--- config.mk ---
export PLATFORM = sky130hd
export DESIGN_NAME = motor_monitor_readback_regs
export DESIGN_NICKNAME = d
export VERILOG_FILES = /design/src/verilog/monitor_pkg.sv /design/src/verilog/monitor_store.sv /design/src/verilog/motor_monitor_readback_regs.sv
export SDC_FILE = /design/constraint.sdc
export NUM_CORES = 1
export LEC_CHECK = 0
export BUFFER_PORTS_ARGS = -buffer_cell sky130_fd_sc_hd__buf_2
export CORE_MARGIN = 4
export CORE_UTILIZATION = 62
export CTS_BUF_LIST = sky130_fd_sc_hd__clkbuf_4 sky130_fd_sc_hd__clkbuf_8
export DETAILED_ROUTE_END_ITERATION = 8
export HOLD_SLACK_MARGIN = 0.02
export PLACE_DENSITY = 0.82
export SKIP_CTS_REPAIR_TIMING = 1
export SYNTH_ARGS = -nofsm -noshare
export SYNTH_HDL_FRONTEND = slang
export SYNTH_SLANG_ARGS = --single-unit
--- constraint.sdc ---
create_clock -name clk -period 14.3 [get_ports clk]
set_input_delay 4.29 -clock clk [delete_from_list [all_inputs] [get_ports clk]]
set_output_delay 4.29 -clock clk [all_outputs]
set_load 0.005 [all_outputs]
--- src/verilog/monitor_pkg.sv ---
package monitor_pkg;

    // ==========================================================
    // sizes
    localparam int ADDR_W = 12;
    localparam int DATA_W = 32;
    localparam int CODE_W = 16;
    localparam int IDX_W = 4;
    localparam int WORDS = 9;

    // ==========================================================
    // register offsets as printed (word-granular device map)
    localparam logic [11:0] OFS_SPEED_ESTIMATE = 12'h196;
    localparam logic [11:0] OFS_SUPPLY_BUS_CURRENT = 12'h410;
    localparam logic [11:0] OFS_PHASE_A_CURRENT = 12'h440;
    localparam logic [11:0] OFS_PHASE_B_CURRENT = 12'h442;
    localparam logic [11:0] OFS_PHASE_C_CURRENT = 12'h444;
    localparam logic [11:0] OFS_SENSE_AMP_GAIN_CODE = 12'h468;
    localparam logic [11:0] OFS_VOLTAGE_RANGE_CODE = 12'h472;
    localparam logic [11:0] OFS_SUPPLY_VOLTAGE = 12'h474;
    localparam logic [11:0] OFS_PHASE_A_VOLTAGE_DETECT = 12'h47a;

    // ==========================================================
    // storage slot of each register
    localparam logic [3:0] IDX_SPEED_ESTIMATE = 4'h0;
    localparam logic [3:0] IDX_SUPPLY_BUS_CURRENT = 4'h1;
    localparam logic [3:0] IDX_PHASE_A_CURRENT = 4'h2;
    localparam logic [3:0] IDX_PHASE_B_CURRENT = 4'h3;
    localparam logic [3:0] IDX_PHASE_C_CURRENT = 4'h4;
    localparam logic [3:0] IDX_SENSE_AMP_GAIN_CODE = 4'h5;
    localparam logic [3:0] IDX_VOLTAGE_RANGE_CODE = 4'h6;
    localparam logic [3:0] IDX_SUPPLY_VOLTAGE = 4'h7;
    localparam logic [3:0] IDX_PHASE_A_VOLTAGE_DETECT = 4'h8;
    localparam logic [3:0] IDX_NONE = 4'hf;

    // ==========================================================
    // reset values and code meanings
    localparam logic [31:0] RST_WORD = 32'h0000_0000;
    localparam logic [15:0] RST_CODE = 16'h0000;
    localparam logic [15:0] GAIN_TOP_X8 = 16'h0000;
    localparam logic [15:0] GAIN_TOP_X4 = 16'h0001;
    localparam logic [15:0] GAIN_TOP_X2 = 16'h0002;
    localparam logic [15:0] GAIN_TOP_X1 = 16'h0003;
    localparam logic [15:0] RANGE_60V = 16'h0000;
    localparam logic [15:0] RANGE_30V = 16'h0001;
    localparam logic [15:0] RANGE_15V = 16'h0002;
    localparam int FRAC_BITS = 27;
    localparam int READ_LATENCY = 2;

    // ==========================================================
    // carriers
    typedef struct packed {
        logic rd;
        logic wr;
        logic [11:0] addr;
        logic [31:0] wdata;
    } host_req_s;

    typedef struct packed {
        logic valid;
        logic [3:0] idx;
        logic [31:0] data;
    } mon_upd_s;

    // ==========================================================
    // offset to slot, IDX_NONE when unmapped
    function automatic logic [3:0] addr_to_idx(input logic [11:0] a);
        logic [3:0] r;
        r = IDX_NONE;
        unique case (a)
            OFS_SPEED_ESTIMATE: r = IDX_SPEED_ESTIMATE;
            OFS_SUPPLY_BUS_CURRENT: r = IDX_SUPPLY_BUS_CURRENT;
            OFS_PHASE_A_CURRENT: r = IDX_PHASE_A_CURRENT;
            OFS_PHASE_B_CURRENT: r = IDX_PHASE_B_CURRENT;
            OFS_PHASE_C_CURRENT: r = IDX_PHASE_C_CURRENT;
            OFS_SENSE_AMP_GAIN_CODE: r = IDX_SENSE_AMP_GAIN_CODE;
            OFS_VOLTAGE_RANGE_CODE: r = IDX_VOLTAGE_RANGE_CODE;
            OFS_SUPPLY_VOLTAGE: r = IDX_SUPPLY_VOLTAGE;
            OFS_PHASE_A_VOLTAGE_DETECT: r = IDX_PHASE_A_VOLTAGE_DETECT;
            default: r = IDX_NONE;
        endcase
        return r;
    endfunction

    // 16-bit code slots
    function automatic logic is_code_idx(input logic [3:0] i);
        return (i == IDX_SENSE_AMP_GAIN_CODE) ||
               (i == IDX_VOLTAGE_RANGE_CODE);
    endfunction

endpackage

--- src/verilog/monitor_store.sv ---
`timescale 1ns/100ps

module monitor_store (
    // clock and reset
    input wire logic clk,
    input wire logic rst_n,
    // write port
    input wire logic wr_en,
    input wire logic [3:0] wr_idx,
    input wire logic [31:0] wr_data,
    // read port, data one cycle after the index
    input wire logic [3:0] rd_idx,
    output logic [31:0] rd_data
);

    // ==========================================================
    // storage
    logic [31:0] mem_reg [monitor_pkg::WORDS];
    logic [31:0] mem_next [monitor_pkg::WORDS];
    logic [31:0] rd_data_reg;
    logic [31:0] rd_data_next;

    // next contents; a read in the write cycle sees the old word
    always_comb begin
        for (int i = 0; i < monitor_pkg::WORDS; i++) begin
            mem_next[i] = mem_reg[i];
        end
        if (wr_en && (int'(wr_idx) < monitor_pkg::WORDS)) begin
            mem_next[wr_idx] = wr_data;
        end
        rd_data_next = monitor_pkg::RST_WORD;
        if (int'(rd_idx) < monitor_pkg::WORDS) begin
            rd_data_next = mem_reg[rd_idx];
        end
    end

    // flops, every slot cleared by reset
    always_ff @(posedge clk or negedge rst_n) begin
        if (!rst_n) begin
            for (int i = 0; i < monitor_pkg::WORDS; i++) begin
                mem_reg[i] <= monitor_pkg::RST_WORD;
            end
            rd_data_reg <= monitor_pkg::RST_WORD;
        end else begin
            for (int i = 0; i < monitor_pkg::WORDS; i++) begin
                mem_reg[i] <= mem_next[i];
            end
            rd_data_reg <= rd_data_next;
        end
    end

    assign rd_data = rd_data_reg;

endmodule

--- src/verilog/motor_monitor_readback_regs.sv ---
// Summary of operation
// speed estimate word, read only, 2^27 scaled
// supply bus current word, read only
// three phase current words, same scaling
// sense amp gain code, 16 bits, 0..3
// voltage range code, 16 bits, 0..2
// supply voltage word, read only
// phase A detection voltage word, read only
// all 32-bit words reset to zero
// both 16-bit codes reset to zero
// voltage range code sits at 0x472
// host writes ignored, reads have no effects
`timescale 1ns/100ps

module motor_monitor_readback_regs (
    // clock and reset
    input wire logic clk,
    input wire logic arst_n,
    // host register access
    input wire monitor_pkg::host_req_s host_req,
    output logic [31:0] host_rdata,
    output logic host_rvalid,
    output logic host_rerr,
    // live values from the control algorithm
    input wire monitor_pkg::mon_upd_s mon_upd
);

    // ==========================================================
    // reset release synchroniser
    logic rst_meta_reg;
    logic rst_sync_reg;

    // two stages so release never lands near a clock edge
    always_ff @(posedge clk or negedge arst_n) begin
        if (!arst_n) begin
            rst_meta_reg <= 1'b0;
            rst_sync_reg <= 1'b0;
        end else begin
            rst_meta_reg <= 1'b1;
            rst_sync_reg <= rst_meta_reg;
        end
    end

    // ==========================================================
    // producer side
    logic [3:0] rd_idx;
    logic [31:0] upd_data;
    logic upd_en;

    // code slots keep only 16 bits so upper bits always read zero
    always_comb begin
        upd_en = mon_upd.valid;
        upd_data = mon_upd.data;
        if (monitor_pkg::is_code_idx(mon_upd.idx)) begin
            upd_data = {16'h0000, mon_upd.data[15:0]};
        end
    end

    // offset decode; 0x472 is the range code slot
    assign rd_idx = monitor_pkg::addr_to_idx(host_req.addr);

    logic [31:0] store_rdata;

    // storage; the host write port is deliberately absent
    monitor_store u_store (
        .clk(clk),
        .rst_n(rst_sync_reg),
        .wr_en(upd_en),
        .wr_idx(mon_upd.idx),
        .wr_data(upd_data),
        .rd_idx(rd_idx),
        .rd_data(store_rdata)
    );

    // ==========================================================
    // read answer pipeline
    logic rd_p1_reg;
    logic rd_p1_next;
    logic err_p1_reg;
    logic err_p1_next;
    logic [31:0] rdata_reg;
    logic [31:0] rdata_next;
    logic rvalid_reg;
    logic rvalid_next;
    logic rerr_reg;
    logic rerr_next;

    // reads have no side effects; writes never reach storage
    always_comb begin
        rd_p1_next = host_req.rd;
        err_p1_next = host_req.rd && (rd_idx == monitor_pkg::IDX_NONE);
        rvalid_next = rd_p1_reg;
        rerr_next = rd_p1_reg && err_p1_reg;
        rdata_next = rdata_reg;
        if (rd_p1_reg) begin
            // unmapped offsets answer zero with an error flag
            rdata_next = err_p1_reg ? monitor_pkg::RST_WORD : store_rdata;
        end
    end

    // answer flops, cleared by reset
    always_ff @(posedge clk or negedge rst_sync_reg) begin
        if (!rst_sync_reg) begin
            rd_p1_reg <= 1'b0;
            err_p1_reg <= 1'b0;
            rdata_reg <= monitor_pkg::RST_WORD;
            rvalid_reg <= 1'b0;
            rerr_reg <= 1'b0;
        end else begin
            rd_p1_reg <= rd_p1_next;
            err_p1_reg <= err_p1_next;
            rdata_reg <= rdata_next;
            rvalid_reg <= rvalid_next;
            rerr_reg <= rerr_next;
        end
    end

    assign host_rdata = rdata_reg;
    assign host_rvalid = rvalid_reg;
    assign host_rerr = rerr_reg;

    // ==========================================================
    // helper state for checks: shadow of speed, touched flags
    logic [31:0] shadow_speed_reg;
    logic speed_seen_reg;
    logic gain_seen_reg;
    logic hit_speed;
    logic hit_gain;

    assign hit_speed = mon_upd.valid &&
        (mon_upd.idx == monitor_pkg::IDX_SPEED_ESTIMATE);
    assign hit_gain = mon_upd.valid &&
        (mon_upd.idx == monitor_pkg::IDX_SENSE_AMP_GAIN_CODE);

    always_ff @(posedge clk or negedge rst_sync_reg) begin
        if (!rst_sync_reg) begin
            shadow_speed_reg <= monitor_pkg::RST_WORD;
            speed_seen_reg <= 1'b0;
            gain_seen_reg <= 1'b0;
        end else begin
            if (hit_speed) begin
                shadow_speed_reg <= mon_upd.data;
                speed_seen_reg <= 1'b1;
            end
            if (hit_gain) begin
                gain_seen_reg <= 1'b1;
            end
        end
    end

    // ==========================================================
    // assertions
    property p_read_latency;
        @(posedge clk) disable iff (!rst_sync_reg)
        host_req.rd |-> ##2 host_rvalid;
    endproperty
    a_read_latency: assert property (p_read_latency)
        else $error("read answer not two cycles after request");

    property p_speed_value;
        @(posedge clk) disable iff (!rst_sync_reg)
        (host_req.rd && !hit_speed &&
         host_req.addr == monitor_pkg::OFS_SPEED_ESTIMATE)
        |-> ##2 (host_rdata == $past(shadow_speed_reg, 2)) && !host_rerr;
    endproperty
    a_speed_value: assert property (p_speed_value)
        else $error("speed estimate readback differs from last update");

    property p_speed_reset;
        @(posedge clk) disable iff (!rst_sync_reg)
        (host_req.rd && !speed_seen_reg && !hit_speed &&
         host_req.addr == monitor_pkg::OFS_SPEED_ESTIMATE)
        |-> ##2 host_rdata == 32'h0000_0000;
    endproperty
    a_speed_reset: assert property (p_speed_reset)
        else $error("speed estimate not zero after reset");

    property p_gain_reset;
        @(posedge clk) disable iff (!rst_sync_reg)
        (host_req.rd && !gain_seen_reg && !hit_gain &&
         host_req.addr == monitor_pkg::OFS_SENSE_AMP_GAIN_CODE)
        |-> ##2 host_rvalid && host_rdata == 32'h0000_0000;
    endproperty
    a_gain_reset: assert property (p_gain_reset)
        else $error("gain code not zero after reset");

    property p_gain_upper;
        @(posedge clk) disable iff (!rst_sync_reg)
        (host_req.rd &&
         host_req.addr == monitor_pkg::OFS_SENSE_AMP_GAIN_CODE)
        |-> ##2 host_rdata[31:16] == 16'h0000;
    endproperty
    a_gain_upper: assert property (p_gain_upper)
        else $error("gain code upper half not zero");

    property p_range_slot;
        @(posedge clk) disable iff (!rst_sync_reg)
        (host_req.rd && host_req.addr == 12'h472)
        |-> ##2 host_rvalid && !host_rerr && host_rdata[31:16] == 16'h0000;
    endproperty
    a_range_slot: assert property (p_range_slot)
        else $error("range code not answered at its offset");

    property p_unmapped;
        @(posedge clk) disable iff (!rst_sync_reg)
        (host_req.rd && rd_idx == monitor_pkg::IDX_NONE)
        |-> ##2 host_rvalid && host_rerr && host_rdata == 32'h0000_0000;
    endproperty
    a_unmapped: assert property (p_unmapped)
        else $error("unmapped read not flagged");

    property p_write_silent;
        @(posedge clk) disable iff (!rst_sync_reg)
        (host_req.wr && !host_req.rd) |-> ##2 !host_rvalid;
    endproperty
    a_write_silent: assert property (p_write_silent)
        else $error("write produced an answer");

    property p_write_no_store;
        @(posedge clk) disable iff (!rst_sync_reg)
        (host_req.wr && !hit_speed) |=>
            $stable(u_store.mem_reg[monitor_pkg::IDX_SPEED_ESTIMATE]);
    endproperty
    a_write_no_store: assert property (p_write_no_store)
        else $error("write disturbed the stored speed word");

endmodule

Word-level counts from Yosys, hierarchy flattened
Index checks and enable logic that the tools add are counted.
Word-level totals
  bits in registers: 358
  input bits: 85
  logic and storage cells: 51
  output and inout port bits: 34
Cells by class
  reduce and logical (&&, ||, !) cells: 5
  bitwise gates (word level): 2
  equality and inequality tests: 12
  $lt $le $gt $ge: 5
  multiplexer cells: 10
Operator list (count)
  bitwise mux 288 bit: 1
  2-to-1 mux 32 bit: 6
  binary-select mux 32 bit (select 4 bit): 1
  demux 32 bit (select 4 bit): 1
  equality test 12 x 11 -> 1 bit, second input constant: 8
  case mux 4 bit (9 select lines): 1
  equality test 12 x 9 -> 1 bit, second input constant: 1
  greater-or-equal comparator 5 bit, second input constant: 2
  inverter 4 -> 5 bit: 2
  equality test 4 x 3 -> 1 bit, second input constant: 2
  less-than comparator 4 bit, second input constant: 2
  less-than comparator 5 x 1 -> 1 bit, second input constant: 1
  equality test 4 bit, second input constant: 1
  logical AND 1 bit: 4
  logical OR 1 bit: 1

Depth between registers and ports, before layout
  depth in word-level cells: 7
  mapped depth: 10
  gate-level depth less buffers: 6

Cells and area by module
Synthesis repeated with hierarchy kept, for this count alone.
Unflattened totals
  cells, all modules: 1127
  area total of the unflattened synthesis: 15768.9 um^2
By module, submodules not included
  monitor_store: area each 13830.8 um^2, instances 1, cells each 919, sequential area each 8007.7 um^2
  motor_monitor_readback_regs: area each 1938.1 um^2, instances 1, cells each 208, sequential area each 950.9 um^2

Worst setup path before layout
No wires, ideal clock.
  kind: input-to-reg
  from: input host_req[34] (netlist bit)
  to: register u_store.rd_data_reg[0] (netlist: u_store.rd_data[0])
  stages on the path: 9
  buffers on the path: 3
  arrival time: 6.192 ns
  library setup time: 0.122 ns
  data required time: 14.178 ns
  slack: 7.987 ns
  path through: clkbuf_1 > or4_1 > a211oi_2 > nor2_1 > buf_2 > buf_1 > nand3_1 > nand3_1 > a32o_1
Between the ends
  longest elaborated chain between the ends: 7
  elaborated cells between the ends (all ways): 16
  those cells by class: order compare (1); eq/ne (9); mux (5); bitwise (1)
RTL lines
  start: declaration: line motor_monitor_readback_regs.sv:20  | input wire monitor_pkg::host_req_s host_req,
  equality test 12 x 11 -> 1 bit or equality test 12 x 9 -> 1 bit (tied branches): line monitor_pkg.sv:70  | unique case (a)
  case mux 4 bit (9 select lines) *: line monitor_pkg.sv:70
  inverter 4 -> 5 bit (not written as such): line monitor_store.sv:33  | rd_data_next = mem_reg[rd_idx];
  binary-select mux 32 bit (select 4 bit): line monitor_store.sv:33
  2-to-1 mux 32 bit (not written as such) (2 in series): line monitor_store.sv:33
  2-to-1 mux 32 bit *: line monitor_store.sv:32  | if (int'(rd_idx) < monitor_pkg::WORDS) begin
  via u_store.rd_data_next[0]: line monitor_store.sv:21  | logic [31:0] rd_data_next;
  end signal: assignment: line monitor_store.sv:43  | rd_data_reg <= monitor_pkg::RST_WORD;
  end signal: assignment: line monitor_store.sv:48  | rd_data_reg <= rd_data_next;
  end: declaration: line monitor_store.sv:20  | logic [31:0] rd_data_reg;
Mark *: on every way through the listed nets, which the timed path passes. The rest lies on a longest branch. The select of a mux whose other input is x is not followed.
A chain may end at the register's enable or synchronous reset.

Final worst setup path
  from: input host_req[37] (netlist bit)
  to: register u_store.rd_data_reg[27] (netlist: u_store.rd_data[27])
The elaborated chain is that of the path after synthesis.

==> impl_metrics.py <==
metrics = {
    "outcome": {
        "status": "finished, final reports clean",
    },
    "placement": {
        "hpwlAfterDp_um": 21600,
        "globalplace.congestion": 0.823,
        "portBuffers": 85,
    },
    "die": {
        "die_w_um": 168,
        "fp.coreArea_um2": 25200,
        "dieArea_um2": 28200,
        "io_pins": 119,
        "std_cell_rows": 58,
        "die_h_um": 168,
        "start_util": 0.630,
    },
    "power": {
        "peakVddDrop_uv": 70.8,
        "power_density_nw_per_um2": 139,
        "p_leak_nw": 8.18,
    },
    "clock_network": {
        "insertion_delay_ps": 590,
        "cts_tree": "built",
        "clk_pin_slew_ps": 60,
        "clockBufferDepth": 3,
        "clock_sinks": 358,
        "root_buffer": "clkbuf_8",
        "numCtsBuffers": 56,
        "htree_num_levels": 2,
    },
    "sta": {
        "fin_skew_ps": 12.0,
        "fin_crit_ps": 7070,
        "fmax_mhz": 141,
        "worst_pin_slew_ps": 1290,
        "drv_slew": 0,
        "rsz0062_at_grt": "false",
        "final.setup.tns_ps": 0,
        "relSlewSlack": 0.141,
        "setup_viol": 0,
        "finalCritPeriodShare": 0.495,
        "hold_violations": 0,
    },
    "synth": {
        "synth_cell_types": 54,
        "synthArstFlopShare": 1.00,
        "yosysTopAreaCellShare": 0.565,
        "synth-edff-count": 0,
        "synth_flop_cell": "dfrtp_1",
        "synth_most_common_cell": "dfrtp_1",
        "synthCells": 1523,
        "ys_seq_area_frac": 0.565,
        "synth_nets": 1608,
        "synth_area_um2": 15900,
        "yosys-top-cells-area": "dfrtp_1 56%, mux2_2 10%, o21ai_0 6.6%, nand2_1 5.4%, nand3_1 5.1%",
        "ys_warn_count": 0,
        "synth_top_area_cell": "dfrtp_1",
        "ys_ff_latch": 358,
        "ys_top_cells_by_count": "358 x dfrtp_1, 227 x nand2_1, 208 x o21ai_0, 161 x nand3_1, 144 x mux2_2",
        "post_synth.cell_area_avg_um2": 10.4,
    },
    "setup_path": {
        "cp-end-kind": "flop",
        "crit_type": "input port to flop",
        "crit_start": "host_req[37]",
        "start_kind": "input port",
        "worstReg2RegStart": "rst_sync_reg",
        "crit_end": "u_store.rd_data[27]",
        "r2r-end": "u_store.rd_data[20]",
        "reg2reg_depth": 2,
        "rrSetupSlack_ps": 11530,
        "critical_path.max_fanout": 18,
        "critPathRequiredTime_ps": 14800,
        "arrival_ps": 7570,
    },
    "finish": {
        "fillers": 1851,
        "syn2layout_area_growth_pct": 11.2,
        "antennaDiodeCount": 0,
        "largest_reg_flops": 288,
        "fin_util": 0.700,
        "drive_above_1_share": 0.232,
        "nets": 1649,
    },
    "routing": {
        "viasPerCell": 6.36,
        "drcViolationCount": 0,
        "wire_per_inst_um": 21.2,
        "drt-initial-drc-count": 1340,
        "wl_um": 41000,
        "first_pass_iters": 5,
        "num_vias": 12314,
        "ant_nets": 0,
    },
    "global_routing": {
        "first_global_vias": 12442,
        "grt_max_degree": 97,
        "antenna_found_initial": 2,
        "overflow": 0,
        "gr-usage-all-layers": 0.290,
        "grt_pass1_wl_um": 65800,
    },
    "min_path": {
        "hold_path.class": "flop to flop",
    },
    "flow_run": {
        "maxCapViolCount": 0,
    },
}
logic make-up (layout without fill, tap and decap cells):
family,count (synthesis),after routing,synth area share
DFF,358,358,0.565
and+or+nand+nor,535,535,0.171
xor gates and xnor gates,1,1,0.000552
AOI/OAI and AO/OA,324,324,0.122
muxes,144,144,0.102
other,1,1,0.000236
buffers and inverters,160,243,0.0394
worst min-delay path by stage:
stage,depth (start not counted),endpoint,startpoint
final,0,rst_sync_reg,rst_meta_reg
after global routing,0,rst_sync_reg,rst_meta_reg
after CTS,0,rst_sync_reg,rst_meta_reg
after detailed placement,0,rst_sync_reg,rst_meta_reg
after global placement,0,rst_sync_reg,rst_meta_reg
after floorplan,0,rst_sync_reg,rst_meta_reg
through the flow:
step | hold WS (ps) | setup slack, ps | total power [mW] | area (um2) | instances
CTS | 365 | 7280 | 2.46 | 17600 | 1936
finish | 364 | 7230 | 2.45 | 17600 | 1936
detailed placement | 347 | 6650 | 1.57 | 16400 | 1836
global route | 366 | 7150 | 2.57 | 17600 | 1936
floorplan | 331 | 3580 | 1.48 | 15900 | 1523
global placement | 334 | 6780 | 1.53 | 16400 | 1836
routing by layer:
metal	vias up	wire, um	global-route usage	share of wire
li1	5427	-	-	-
met1	6194	16800	0.401	0.41
met2	603	19700	0.471	0.48
met3	86	3420	0.0554	0.084
met4	4	944	0.0970	0.023
met5	-	20	0	0.00049
worst max-delay path, stage by stage:
cell and delay, ps:
buf_2 170, or4b_1 650, nor4_2 740, nor2_1 200
nor2b_2 760, buf_4 450, a32o_1 300
power by group:
part | internal, mW | total (mW) | switching [mW]
combinational | 0.150 | 0.291 | 0.141
clock | 0.506 | 0.895 | 0.389
sequential | 1.17 | 1.26 | 0.0889
placed cells by master (no fill, tap or decap), types with 4 or more instances in the layout:
cell and instances:
nand2_1 224, nand3_1 159, buf_2 85, nand3b_1 33, a32o_1 31, inv_1 35, nor3_1 5, dfrtp_1 356
nor2_1 4, nor3b_1 32, nor2b_1 38, clkbuf_4 22, mux2_2 144, o21ai_1 32, a211oi_1 33, o21ai_0 208
clkbuf_8 72, buf_4 22, clkinv_2 4, and3_1 4, nor4b_1 4
layout make-up:
class / count / area [um2] / share of cell area
inverter: 36 / 135 / 0.00766
multi-input combinational: 1005 / 6340 / 0.360
timing repair buffer: 107 / 591 / 0.0335
sequential: 358 / 8960 / 0.508
clock inverter: 6 / 35.0 / 0.00199
clock buffer: 94 / 1160 / 0.0655
tap: 330 / 413 / 0.0234
(Power assumes the default switching activity.)
